<file path="config.mk">
export PLATFORM = sky130hd
export DESIGN_NAME = refclk_top
export DESIGN_NICKNAME = d
export VERILOG_FILES = /design/src/refclk_pkg.sv /design/src/refclk_divider.sv /design/src/refclk_top.sv
export SDC_FILE = /design/constraint.sdc
export NUM_CORES = 1
export LEC_CHECK = 0
export BUFFER_PORTS_ARGS = -buffer_cell sky130_fd_sc_hd__buf_2
export CORE_UTILIZATION = 45
export CTS_BUF_LIST = sky130_fd_sc_hd__clkbuf_16
export CTS_CLUSTER_DIAMETER = 200
export DETAILED_ROUTE_END_ITERATION = 10
export PLACE_DENSITY = 0.67
export SYNTH_ARGS = -nofsm -noshare
export SYNTH_HDL_FRONTEND = slang
export SYNTH_HIERARCHICAL = 1
export SYNTH_SLANG_ARGS = --single-unit
export TNS_END_PERCENT = 10
</file>
<file path="constraint.sdc">
create_clock -name CLK_SYS -period 7.05 [get_ports CLK_SYS]
set_input_delay 0.3525 -clock CLK_SYS [delete_from_list [all_inputs] [get_ports CLK_SYS]]
set_output_delay 0.3525 -clock CLK_SYS [all_outputs]
set_load 0.05 [all_outputs]
</file>
<file path="src/refclk_pkg.sv">
// Shared constants, types and register layout of the reference clock output block
`default_nettype none
package refclk_pkg;

    // Register byte offsets
    localparam logic [7:0] REF_CTRL_OFFSET = 8'h00;
    localparam logic [7:0] OSC_CFG_OFFSET = 8'h04;
    localparam logic [7:0] CLK_STATUS_OFFSET = 8'h08;

    // Reference control register field positions
    localparam int REF_EN_BIT = 15;
    localparam int REF_SLEEP_RUN_BIT = 13;
    localparam int REF_SRC_SEL_BIT = 12;
    localparam int REF_DIV_LSB = 8;
    localparam int REF_DIV_W = 4;

    // Oscillator configuration register field positions
    localparam int OSC_MODE_LSB = 0;
    localparam int RC_POST_LSB = 4;
    localparam int POSC_KEEP_BIT = 8;
    localparam int SELF_TUNE_BIT = 9;
    localparam int RC_TUNE_LSB = 16;
    localparam int RC_TUNE_W = 6;

    // Status register bit positions
    localparam int ST_USB_OK_BIT = 0;
    localparam int ST_SYS_RUN_BIT = 1;
    localparam int ST_POSC_EN_BIT = 2;
    localparam int ST_REF_ACT_BIT = 3;
    localparam int ST_ASLEEP_BIT = 4;
    localparam int ST_HALF_ACT_BIT = 5;

    // Fast RC postscaler codes allowed for USB
    localparam logic [2:0] RC_POST_8MHZ = 3'h0;
    localparam logic [2:0] RC_POST_4MHZ = 3'h1;

    // AXI responses
    localparam logic [1:0] RESP_OKAY = 2'h0;
    localparam logic [1:0] RESP_SLVERR = 2'h2;

    // Oscillator modes
    typedef enum logic [2:0] {
        fast_internal_rc_osc = 3'h0,
        fast_rc_with_pll_mode = 3'h1,
        external_clock_mode = 3'h2,
        standard_crystal_mode = 3'h3,
        high_speed_crystal_mode = 3'h4,
        external_clock_pll_mode = 3'h5,
        standard_crystal_pll_mode = 3'h6,
        high_speed_crystal_pll_mode = 3'h7
    } osc_mode_t;

    // Sleep sequencer, Gray coded along RUN-ENTER-SLEEP-WAKE
    typedef enum logic [1:0] {
        PWR_RUN = 2'h0,
        PWR_ENTER = 2'h1,
        PWR_SLEEP = 2'h3,
        PWR_WAKE = 2'h2
    } pwr_state_t;

    typedef struct packed {
        logic enable;
        logic run_in_sleep;
        logic source_select;
        logic [REF_DIV_W-1:0] divider_select;
    } ref_ctrl_t;

    typedef struct packed {
        osc_mode_t mode;
        logic [2:0] rc_postscaler;
        logic keep_in_sleep;
        logic self_tune;
        logic [RC_TUNE_W-1:0] rc_tune;
    } osc_cfg_t;

    localparam ref_ctrl_t REF_CTRL_RESET = '{1'b0, 1'b0, 1'b0, 4'h0};
    localparam osc_cfg_t OSC_CFG_RESET = '{fast_internal_rc_osc, 3'h0, 1'b0, 1'b0, 6'h00};

endpackage
`default_nettype wire

</file>
<file path="src/refclk_divider.sv">
// Divider that derives the reference output from a sampled clock level
`timescale 1ns/100ps
`default_nettype none
module refclk_divider
    import refclk_pkg::*;
#(
    parameter int CODE_W = REF_DIV_W
) (
    input wire logic clk,
    input wire logic rst_b,
    input wire logic ce,
    input wire logic run,
    input wire logic src_level,
    input wire logic [CODE_W-1:0] code,
    output logic div_out
);
    localparam int CNT_W = (1 << CODE_W) - 1;

    logic src_prev_ff, nxt_src_prev;
    logic [CNT_W-1:0] count_ff, nxt_count;
    logic out_ff, nxt_out;

    // Source edges, less one, needed before each output toggle
    function automatic logic [CNT_W-1:0] half_limit(input logic [CODE_W-1:0] c);
        logic [CNT_W-1:0] one;
        one = {{(CNT_W-1){1'b0}}, 1'b1};
        half_limit = (one << (c - 1'b1)) - one;
    endfunction

    initial begin
        if (CODE_W < 1 || CODE_W > 5) begin
            $error("refclk_divider: CODE_W out of range");
        end
    end

    // Code 0 passes the source, code n divides by 2**n
    always_comb begin
        nxt_src_prev = src_level;
        nxt_count = count_ff;
        nxt_out = out_ff;
        if (!run) begin
            nxt_count = '0;
            nxt_out = 1'b0;
        end else if (code == '0) begin
            nxt_out = src_level;
            nxt_count = '0;
        end else if (src_level && !src_prev_ff) begin
            if (count_ff >= half_limit(code)) begin
                nxt_count = '0;
                nxt_out = !out_ff;
            end else begin
                nxt_count = count_ff + 1'b1;
            end
        end
    end

    always_ff @(posedge clk or negedge rst_b) begin
        if (!rst_b) begin
            src_prev_ff <= 1'b0;
            count_ff <= '0;
            out_ff <= 1'b0;
        end else if (ce) begin
            src_prev_ff <= nxt_src_prev;
            count_ff <= nxt_count;
            out_ff <= nxt_out;
        end
    end

    assign div_out = out_ff;
endmodule
`default_nettype wire

</file>
<file path="src/refclk_top.sv">
// Reference clock output, half-rate clock out and USB clock qualification
// What this block does
// Enable bit 15 of reference control drives the selected clock onto ref_clock_pin.
// Four-bit divider field at bits 11:8 picks one of sixteen ratios.
// Source select picks primary oscillator pins or current system clock.
// Sleep-run bit decides whether reference output continues during Sleep.
// Sleep output needs both sleep-run and source select set by software.
// Sleep stops primary oscillator unless primary mode or keep bit set.
// With source select clear, output follows system clock through clock switches.
// Certain modes give a fixed half-rate clock on half_rate_clock_out_pin.
// Reference output works in every oscillator configuration.
// USB is clocked only from permitted modes, never a separate source.
// Software sets fast RC postscaler to 000 or 001 and matches PLL.
// Software should use self-tune or tune field for USB accuracy.
// Other modes stay selectable but USB clock is then off.
// Sleep shuts down the system clock and its on-chip oscillator.
// Divider code zero passes source undivided; larger codes divide more.
`timescale 1ns/100ps
`default_nettype none
module refclk_top
    import refclk_pkg::*;
#(
    parameter int ADDR_W = 8
) (
    input wire logic CLK_SYS,
    input wire logic RST_B,
    input wire logic CE,
    input wire logic SLEEP_REQ,
    input wire logic PRIMARY_OSC_IN,
    input wire logic FAST_RC_OSC_IN,
    input wire logic [ADDR_W-1:0] AWADDR,
    input wire logic AWVALID,
    output logic AWREADY,
    input wire logic [31:0] WDATA,
    input wire logic [3:0] WSTRB,
    input wire logic WVALID,
    output logic WREADY,
    output logic [1:0] BRESP,
    output logic BVALID,
    input wire logic BREADY,
    input wire logic [ADDR_W-1:0] ARADDR,
    input wire logic ARVALID,
    output logic ARREADY,
    output logic [31:0] RDATA,
    output logic [1:0] RRESP,
    output logic RVALID,
    input wire logic RREADY,
    output logic REF_CLOCK_PIN,
    output logic REF_CLOCK_PIN_OE,
    output logic HALF_RATE_CLOCK_OUT_PIN,
    output logic HALF_RATE_CLOCK_OUT_PIN_OE,
    output logic PRIMARY_OSC_EN,
    output logic FAST_RC_OSC_EN,
    output logic SYS_CLOCK_RUN,
    output logic USB_CLOCK_EN,
    output logic [RC_TUNE_W-1:0] FRC_TUNE,
    output logic FRC_SELF_TUNE_EN
);
    initial begin
        if (ADDR_W < 4 || ADDR_W > 32) begin
            $error("refclk_top: ADDR_W out of range");
        end
    end

    // Modes that run from the primary oscillator pins
    function automatic logic is_primary(input osc_mode_t m);
        is_primary = (m != fast_internal_rc_osc) && (m != fast_rc_with_pll_mode);
    endfunction

    // Modes whose clock-out pin is free for the half-rate clock
    function automatic logic has_half_rate(input osc_mode_t m);
        has_half_rate = (m == fast_internal_rc_osc) || (m == fast_rc_with_pll_mode) ||
            (m == external_clock_mode) || (m == external_clock_pll_mode);
    endfunction

    // Only PLL modes may clock USB; fast RC needs 4 or 8 MHz postscaling
    function automatic logic usb_permitted(input osc_cfg_t c);
        unique case (c.mode)
            fast_rc_with_pll_mode: usb_permitted = (c.rc_postscaler == RC_POST_8MHZ) ||
                (c.rc_postscaler == RC_POST_4MHZ);
            external_clock_pll_mode, standard_crystal_pll_mode, high_speed_crystal_pll_mode:
                usb_permitted = 1'b1;
            fast_internal_rc_osc, external_clock_mode, standard_crystal_mode, high_speed_crystal_mode:
                usb_permitted = 1'b0;
        endcase
    endfunction

    // Word match of a bus address; any bit above the register block makes it miss
    function automatic logic addr_hit(input logic [ADDR_W-1:0] a, input logic [7:0] off);
        addr_hit = (32'(a) >> 2) == (32'(off) >> 2);
    endfunction

    // Byte-lane merge of a bus write into a register word
    function automatic logic [31:0] merge(input logic [31:0] old, input logic [31:0] data,
                                          input logic [3:0] strb);
        merge = old;
        for (int i = 0; i < 4; i++) begin
            if (strb[i]) begin
                merge[8*i +: 8] = data[8*i +: 8];
            end
        end
    endfunction

    function automatic logic [31:0] ctrl_word(input ref_ctrl_t r);
        ctrl_word = 32'h0000_0000;
        ctrl_word[REF_EN_BIT] = r.enable;
        ctrl_word[REF_SLEEP_RUN_BIT] = r.run_in_sleep;
        ctrl_word[REF_SRC_SEL_BIT] = r.source_select;
        ctrl_word[REF_DIV_LSB +: REF_DIV_W] = r.divider_select;
    endfunction

    function automatic logic [31:0] cfg_word(input osc_cfg_t c);
        cfg_word = 32'h0000_0000;
        cfg_word[OSC_MODE_LSB +: 3] = c.mode;
        cfg_word[RC_POST_LSB +: 3] = c.rc_postscaler;
        cfg_word[POSC_KEEP_BIT] = c.keep_in_sleep;
        cfg_word[SELF_TUNE_BIT] = c.self_tune;
        cfg_word[RC_TUNE_LSB +: RC_TUNE_W] = c.rc_tune;
    endfunction

    // Pin synchronisers, stage one feeds stage two only
    logic posc_s1_ff, posc_s2_ff, frc_s1_ff, frc_s2_ff;
    logic frc_s3_ff, nxt_frc_s3;
    always_ff @(posedge CLK_SYS or negedge RST_B) begin
        if (!RST_B) begin
            posc_s1_ff <= 1'b0;
            posc_s2_ff <= 1'b0;
            frc_s1_ff <= 1'b0;
            frc_s2_ff <= 1'b0;
        end else if (CE) begin
            posc_s1_ff <= PRIMARY_OSC_IN;
            posc_s2_ff <= posc_s1_ff;
            frc_s1_ff <= FAST_RC_OSC_IN;
            frc_s2_ff <= frc_s1_ff;
        end
    end

    // Registers and bus state
    ref_ctrl_t ref_ctrl_ff, nxt_ref_ctrl;
    osc_cfg_t osc_cfg_ff, nxt_osc_cfg;
    logic awready_ff, nxt_awready, wready_ff, nxt_wready;
    logic aw_hold_ff, nxt_aw_hold, w_hold_ff, nxt_w_hold;
    logic [ADDR_W-1:0] aw_addr_ff, nxt_aw_addr;
    logic [31:0] w_data_ff, nxt_w_data;
    logic [3:0] w_strb_ff, nxt_w_strb;
    logic bvalid_ff, nxt_bvalid;
    logic [1:0] bresp_ff, nxt_bresp;
    logic arready_ff, nxt_arready, ar_hold_ff, nxt_ar_hold;
    logic [ADDR_W-1:0] ar_addr_ff, nxt_ar_addr;
    logic rvalid_ff, nxt_rvalid;
    logic [1:0] rresp_ff, nxt_rresp;
    logic [31:0] rdata_ff, nxt_rdata;
    logic [31:0] status_word, ctrl_merged, cfg_merged;

    // Write channel: address and data taken in either order, then one response
    always_comb begin
        ctrl_merged = merge(ctrl_word(ref_ctrl_ff), w_data_ff, w_strb_ff);
        cfg_merged = merge(cfg_word(osc_cfg_ff), w_data_ff, w_strb_ff);
        nxt_ref_ctrl = ref_ctrl_ff;
        nxt_osc_cfg = osc_cfg_ff;
        nxt_aw_hold = aw_hold_ff;
        nxt_aw_addr = aw_addr_ff;
        nxt_w_hold = w_hold_ff;
        nxt_w_data = w_data_ff;
        nxt_w_strb = w_strb_ff;
        nxt_bvalid = bvalid_ff;
        nxt_bresp = bresp_ff;
        if (bvalid_ff && BREADY) begin
            nxt_bvalid = 1'b0;
        end
        if (AWVALID && awready_ff) begin
            nxt_aw_hold = 1'b1;
            nxt_aw_addr = AWADDR;
        end
        if (WVALID && wready_ff) begin
            nxt_w_hold = 1'b1;
            nxt_w_data = WDATA;
            nxt_w_strb = WSTRB;
        end
        if (aw_hold_ff && w_hold_ff && !bvalid_ff) begin
            nxt_aw_hold = 1'b0;
            nxt_w_hold = 1'b0;
            nxt_bvalid = 1'b1;
            nxt_bresp = RESP_OKAY;
            if (addr_hit(aw_addr_ff, REF_CTRL_OFFSET)) begin
                nxt_ref_ctrl = '{ctrl_merged[REF_EN_BIT], ctrl_merged[REF_SLEEP_RUN_BIT],
                    ctrl_merged[REF_SRC_SEL_BIT], ctrl_merged[REF_DIV_LSB +: REF_DIV_W]};
            end else if (addr_hit(aw_addr_ff, OSC_CFG_OFFSET)) begin
                nxt_osc_cfg = '{osc_mode_t'(cfg_merged[OSC_MODE_LSB +: 3]), cfg_merged[RC_POST_LSB +: 3],
                    cfg_merged[POSC_KEEP_BIT], cfg_merged[SELF_TUNE_BIT], cfg_merged[RC_TUNE_LSB +: RC_TUNE_W]};
            end else if (!addr_hit(aw_addr_ff, CLK_STATUS_OFFSET)) begin
                nxt_bresp = RESP_SLVERR;
            end
        end
        nxt_awready = !nxt_aw_hold;
        nxt_wready = !nxt_w_hold;
    end

    // Read channel: one read at a time, data two cycles after the address
    always_comb begin
        nxt_ar_hold = ar_hold_ff;
        nxt_ar_addr = ar_addr_ff;
        nxt_rvalid = rvalid_ff;
        nxt_rresp = rresp_ff;
        nxt_rdata = rdata_ff;
        if (rvalid_ff && RREADY) begin
            nxt_rvalid = 1'b0;
        end
        if (ARVALID && arready_ff) begin
            nxt_ar_hold = 1'b1;
            nxt_ar_addr = ARADDR;
        end
        if (ar_hold_ff && !rvalid_ff) begin
            nxt_ar_hold = 1'b0;
            nxt_rvalid = 1'b1;
            nxt_rresp = RESP_OKAY;
            nxt_rdata = 32'h0000_0000;
            if (addr_hit(ar_addr_ff, REF_CTRL_OFFSET)) begin
                nxt_rdata = ctrl_word(ref_ctrl_ff);
            end else if (addr_hit(ar_addr_ff, OSC_CFG_OFFSET)) begin
                nxt_rdata = cfg_word(osc_cfg_ff);
            end else if (addr_hit(ar_addr_ff, CLK_STATUS_OFFSET)) begin
                nxt_rdata = status_word;
            end else begin
                nxt_rresp = RESP_SLVERR;
            end
        end
        nxt_arready = !nxt_ar_hold;
    end

    always_ff @(posedge CLK_SYS or negedge RST_B) begin
        if (!RST_B) begin
            ref_ctrl_ff <= REF_CTRL_RESET;
            osc_cfg_ff <= OSC_CFG_RESET;
            awready_ff <= 1'b1;
            wready_ff <= 1'b1;
            aw_hold_ff <= 1'b0;
            aw_addr_ff <= '0;
            w_hold_ff <= 1'b0;
            w_data_ff <= 32'h0000_0000;
            w_strb_ff <= 4'h0;
            bvalid_ff <= 1'b0;
            bresp_ff <= RESP_OKAY;
            arready_ff <= 1'b1;
            ar_hold_ff <= 1'b0;
            ar_addr_ff <= '0;
            rvalid_ff <= 1'b0;
            rresp_ff <= RESP_OKAY;
            rdata_ff <= 32'h0000_0000;
        end else if (CE) begin
            ref_ctrl_ff <= nxt_ref_ctrl;
            osc_cfg_ff <= nxt_osc_cfg;
            awready_ff <= nxt_awready;
            wready_ff <= nxt_wready;
            aw_hold_ff <= nxt_aw_hold;
            aw_addr_ff <= nxt_aw_addr;
            w_hold_ff <= nxt_w_hold;
            w_data_ff <= nxt_w_data;
            w_strb_ff <= nxt_w_strb;
            bvalid_ff <= nxt_bvalid;
            bresp_ff <= nxt_bresp;
            arready_ff <= nxt_arready;
            ar_hold_ff <= nxt_ar_hold;
            ar_addr_ff <= nxt_ar_addr;
            rvalid_ff <= nxt_rvalid;
            rresp_ff <= nxt_rresp;
            rdata_ff <= nxt_rdata;
        end
    end

    // Sleep sequencer
    pwr_state_t pwr_ff, nxt_pwr;
    logic asleep;
    always_comb begin
        nxt_pwr = pwr_ff;
        unique case (pwr_ff)
            PWR_RUN: if (SLEEP_REQ) nxt_pwr = PWR_ENTER;
            PWR_ENTER: nxt_pwr = PWR_SLEEP;
            PWR_SLEEP: if (!SLEEP_REQ) nxt_pwr = PWR_WAKE;
            PWR_WAKE: nxt_pwr = PWR_RUN;
        endcase
    end
    assign asleep = (pwr_ff == PWR_ENTER) || (pwr_ff == PWR_SLEEP);

    // Clock sources, oscillator enables and source selection
    logic posc_on, frc_on, sys_level, ref_src, ref_run, half_ok, usb_ok;
    logic half_ff, nxt_half, ref_div;
    always_comb begin
        posc_on = !asleep || is_primary(osc_cfg_ff.mode) || osc_cfg_ff.keep_in_sleep;
        frc_on = !asleep;
        sys_level = asleep ? 1'b0 :
            (is_primary(osc_cfg_ff.mode) ? posc_s2_ff : frc_s2_ff);
        ref_src = ref_ctrl_ff.source_select ? (posc_on && posc_s2_ff) : sys_level;
        ref_run = ref_ctrl_ff.enable &&
            (!asleep || (ref_ctrl_ff.run_in_sleep && ref_ctrl_ff.source_select && posc_on));
        half_ok = has_half_rate(osc_cfg_ff.mode) && !asleep;
        usb_ok = usb_permitted(osc_cfg_ff);
        nxt_frc_s3 = sys_level;
        nxt_half = half_ff;
        if (!half_ok) begin
            nxt_half = 1'b0;
        end else if (sys_level && !frc_s3_ff) begin
            nxt_half = !half_ff;
        end
    end

    refclk_divider #(
        .CODE_W(REF_DIV_W)
    ) u_divider (
        .clk(CLK_SYS),
        .rst_b(RST_B),
        .ce(CE),
        .run(ref_run),
        .src_level(ref_src),
        .code(ref_ctrl_ff.divider_select),
        .div_out(ref_div)
    );

    always_comb begin
        status_word = 32'h0000_0000;
        status_word[ST_USB_OK_BIT] = usb_ok;
        status_word[ST_SYS_RUN_BIT] = !asleep;
        status_word[ST_POSC_EN_BIT] = posc_on;
        status_word[ST_REF_ACT_BIT] = ref_run;
        status_word[ST_ASLEEP_BIT] = asleep;
        status_word[ST_HALF_ACT_BIT] = half_ok;
    end

    // Registered pin and enable outputs
    logic ref_pin_ff, ref_oe_ff, half_oe_ff, posc_en_ff, frc_en_ff, sys_run_ff, usb_en_ff;
    always_ff @(posedge CLK_SYS or negedge RST_B) begin
        if (!RST_B) begin
            pwr_ff <= PWR_RUN;
            frc_s3_ff <= 1'b0;
            half_ff <= 1'b0;
            ref_pin_ff <= 1'b0;
            ref_oe_ff <= 1'b0;
            half_oe_ff <= 1'b0;
            posc_en_ff <= 1'b0;
            frc_en_ff <= 1'b0;
            sys_run_ff <= 1'b0;
            usb_en_ff <= 1'b0;
        end else if (CE) begin
            pwr_ff <= nxt_pwr;
            frc_s3_ff <= nxt_frc_s3;
            half_ff <= nxt_half;
            ref_pin_ff <= ref_div && ref_run;
            ref_oe_ff <= ref_ctrl_ff.enable;
            half_oe_ff <= has_half_rate(osc_cfg_ff.mode);
            posc_en_ff <= posc_on;
            frc_en_ff <= frc_on;
            sys_run_ff <= !asleep;
            usb_en_ff <= usb_ok && !asleep;
        end
    end

    assign AWREADY = awready_ff;
    assign WREADY = wready_ff;
    assign BVALID = bvalid_ff;
    assign BRESP = bresp_ff;
    assign ARREADY = arready_ff;
    assign RVALID = rvalid_ff;
    assign RRESP = rresp_ff;
    assign RDATA = rdata_ff;
    assign REF_CLOCK_PIN = ref_pin_ff;
    assign REF_CLOCK_PIN_OE = ref_oe_ff;
    assign HALF_RATE_CLOCK_OUT_PIN = half_ff;
    assign HALF_RATE_CLOCK_OUT_PIN_OE = half_oe_ff;
    assign PRIMARY_OSC_EN = posc_en_ff;
    assign FAST_RC_OSC_EN = frc_en_ff;
    assign SYS_CLOCK_RUN = sys_run_ff;
    assign USB_CLOCK_EN = usb_en_ff;
    assign FRC_TUNE = osc_cfg_ff.rc_tune;
    assign FRC_SELF_TUNE_EN = osc_cfg_ff.self_tune;
endmodule
`default_nettype wire

</file>
==> out/results.ini <==
[floorplan]
die-area_sq_mm=0.01307
initial_core_util_pct=46.68
core-area_sq_mm=0.01216
dieWidth_um=114.3
rows=40
fp.dieH_um=114.3
ios=119

[hold_path]
worst_hold_path_type=in -> reg

[sta]
period_share_pct=51.94
min_period_ns=3.662
slew_headroom_pct=25.79
finClkSkew_ns=0.006617
whs_ns=0.1727
hold_violations=0
clock.fmax_mhz=273.1
drv_slew=0
tightest_slew_ns=1.110
setup_viol=0
setup_tns_ns=0
grt_setup_unrepaired=false

[layout]
final_common_cell=dfrtp_1
layout_common_cells=dfrtp_1, buf_2, mux2_2, nand2_1, o21ai_0
area_delta_synth_final_pct=17.50
diodes=0
drive_gt1_share_pct=32.33
nNetsFinal=669

[job]
drv_cap=0

[global_route]
grt_max_degree=85
antenna_found_initial=0
grt_pass1_vias=4004
grt_overflow_total=0
grt_use_total_pct=19.32
grt_first_pass_wirelength_mm=19.37

[placement]
dp_hpwl_mm=8.247
port_buffers=86
gp_congestion=0.8068

[synthesis]
syn_avg_cell_area_sq_um=11.17
ys.flop_type=dfrtp_1
ys_seq_area_share_pct=51.20
yosys_register_bits=116
netlist_instances=508
synth.distinct_cells=64
ys_warn_count=6
syn_area_sq_mm=0.005677
async_flop_share_pct=100.0
synth_edf_count=0

[setup_path]
cp_max_fo=15
required_ns=7.33
cp-start-kind=flip-flop
critical_path.max_stage_delay_ns=0.54
crit_top_cell=nor2_1
crit_type=reg -> reg
cp_cell_sequence=nor2_1 -> nand3b_1 -> ha_1 -> nor2_1 -> nand2_1 -> a21oi_1 -> a31oi_1 -> ha_1 -> nand4_1 -> or3_1 -> o31a_1 -> a31oi_4 -> nor2_1
critPathArrivalTime_ns=3.94
cpMaxStageDelayCell=dfrtp_1
end_kind=flip-flop

[power_and_ir_drop]
p_per_area_mw_per_mm2=374.9
pwr-share-seq_pct=40.0
clockPowerShare_pct=31.0
p_leak_nw=3.181
p_comb_share_pct=29.0
p_int_mw=1.609
swShare_pct=35.65
ir_drop_mv=0.2411
power_switching_mw=0.8915

[detailed_routing]
dr.pass1.iters=4
totalWireLength_mm=11.31
drc_errors=0
drt-vias-per-instance=5.243
avgRoutedWirePerCell_um=14.73
dr.first_iter.drc_count=145
num_vias=4027
drtAntennaViolNets=0

[clock_tree]
cts_tree=yes
clockBufferDepth=2
clkSlewWorstSetupHoldPaths_ns=0.05
cts_buffers=17
cts.sinks=116
htreeDepth=4
root_buffer=clkbuf_16
clk_latency_ns=0.41

[run_status]
outcome=completed

## sequential cells by signal (all words and copies together), names as in the netlist, 6 cells and up
signal	count
RDATA	20
u_divider/count_ff	15
FRC_TUNE	6
w_data_ff	19
ar_addr_ff	6
aw_addr_ff	6
ref_ctrl_ff	7
osc_cfg_ff	7
## worst paths after layout
| check | slack, ns | cells past startpoint | start | endpoint |
|---|---|---|---|---|
| max | 3.39 | 13 | ref_ctrl_ff[2] | u_divider/count_ff[7] |
| min | 0.17 | 2 | WDATA[21] | w_data_ff[21] |
| max reg2reg | 3.39 | 13 | ref_ctrl_ff[2] | u_divider/count_ff[7] |
| min reg2reg | 0.47 | 1 | pwr_ff[1] | pwr_ff[0] |
| max in group asynchronous | 5.25 | 3 | RST_B | u_divider/count_ff[14] |
| min in group asynchronous | 0.41 | 2 | RST_B | aw_addr_ff[2] |
## routing by layer
| metal | wire length, um | GRT usage (%) | vias to the layer above |
|---|---|---|---|
| li1 | - | - | 1943 |
| met1 | 5093 | 24.23 | 1953 |
| met2 | 5366 | 30.06 | 111 |
| met3 | 617 | 6.353 | 20 |
| met4 | 237 | 9.610 | 0 |
| met5 | 0 | 0 | - |
## what timing repair did
action,4_1_cts,5_1_grt
hold buffers,1,0
hold endpoints to repair,30,0
buffers inserted,0,0
resized for setup,0,0
## cells by family (layout without fill, tap and decap cells)
kind of cell               count (synthesis)  count (layout)  synth area share (%)
AOI/OAI and AO/OA                         87              87                 10.14
xor gates and xnor gates                  12              12                 1.851
adders and majority gates                 17              17                 3.747
buffers and inverters                     57             136                 5.709
DFF                                      116             116                 51.20
muxes                                     67              67                 13.22
other                                      1              14               0.06606
and+or+nand+nor                          151             151                 14.06
## cell usage after synthesis (all sizes together) (3+ instances only)
cell | instances | area share [%]
dfrtp | 113 | 50
mux2 | 64 | 13
nand2 | 57 | 3.8
buf | 29 | 3.9
o21ai | 29 | 2.6
nor2 | 28 | 2.3
ha | 17 | 3.7
inv | 17 | 1.1
a21oi | 16 | 1.4
nor3 | 12 | 1.1
clkbuf | 11 | 0.73
nand3 | 10 | 0.97
nand4 | 8 | 0.88
nor2b | 7 | 0.77
xnor2 | 6 | 0.93
xor2 | 6 | 0.93
a22o | 5 | 0.77
a31oi | 5 | 0.82
and3 | 5 | 0.57
a22oi | 4 | 0.53
nand3b | 4 | 0.53
o31ai | 4 | 0.62
a21boi | 3 | 0.40
and2 | 3 | 0.33
dfstp | 3 | 1.4
mux2i | 3 | 0.53
nand2b | 3 | 0.33
nor4 | 3 | 0.86
o22ai | 3 | 0.33
o2bb2ai | 3 | 0.46
## metrics by stage
stage          total power, mW  instances  area (sq um)  utilization (%)  setup slack [ns]
2_1_floorplan            1.566        521          5725                -             3.681
3_3_place_gp             1.702        737          6123            50.35             3.461
3_5_place_dp             1.738        737          6123            50.35             3.375
6_report                 2.501        768          6670            54.85             3.388
5_1_grt                  2.654        768          6670            54.85             3.088
4_1_cts                  2.526        768          6670            54.85             3.365
## power groups by stage
stage / registers, mW / logic, mW / clock network (mW)
detailed placement: 1.01 / 0.730 / 0
floorplan: 1.08 / 0.488 / 0
global route: 1.02 / 0.797 / 0.832
CTS: 1.00 / 0.733 / 0.793
global placement: 0.997 / 0.705 / 0
finish: 1.00 / 0.726 / 0.775
## cell type report
type | instances | area (sq um)
clock buffer | 17 | 425.4
clock inverter | 13 | 111.4
fill | 1066 | 5492
inverter | 17 | 63.81
multi-input combinational | 348 | 2495
sequential | 116 | 2907
tap | 168 | 210.2
timing repair buffer | 89 | 457.9
## critical path, delay by kind of cell (launching register included)
| family | cells | cell delay [ns] |
|---|---|---|
| DFF | 1 | 0.54 |
| and+or+nand+nor | 7 | 1.37 |
| AOI/OAI and AO/OA | 4 | 0.97 |
| adders and majority gates | 2 | 0.65 |
Power figures use the tool's default switching activity.
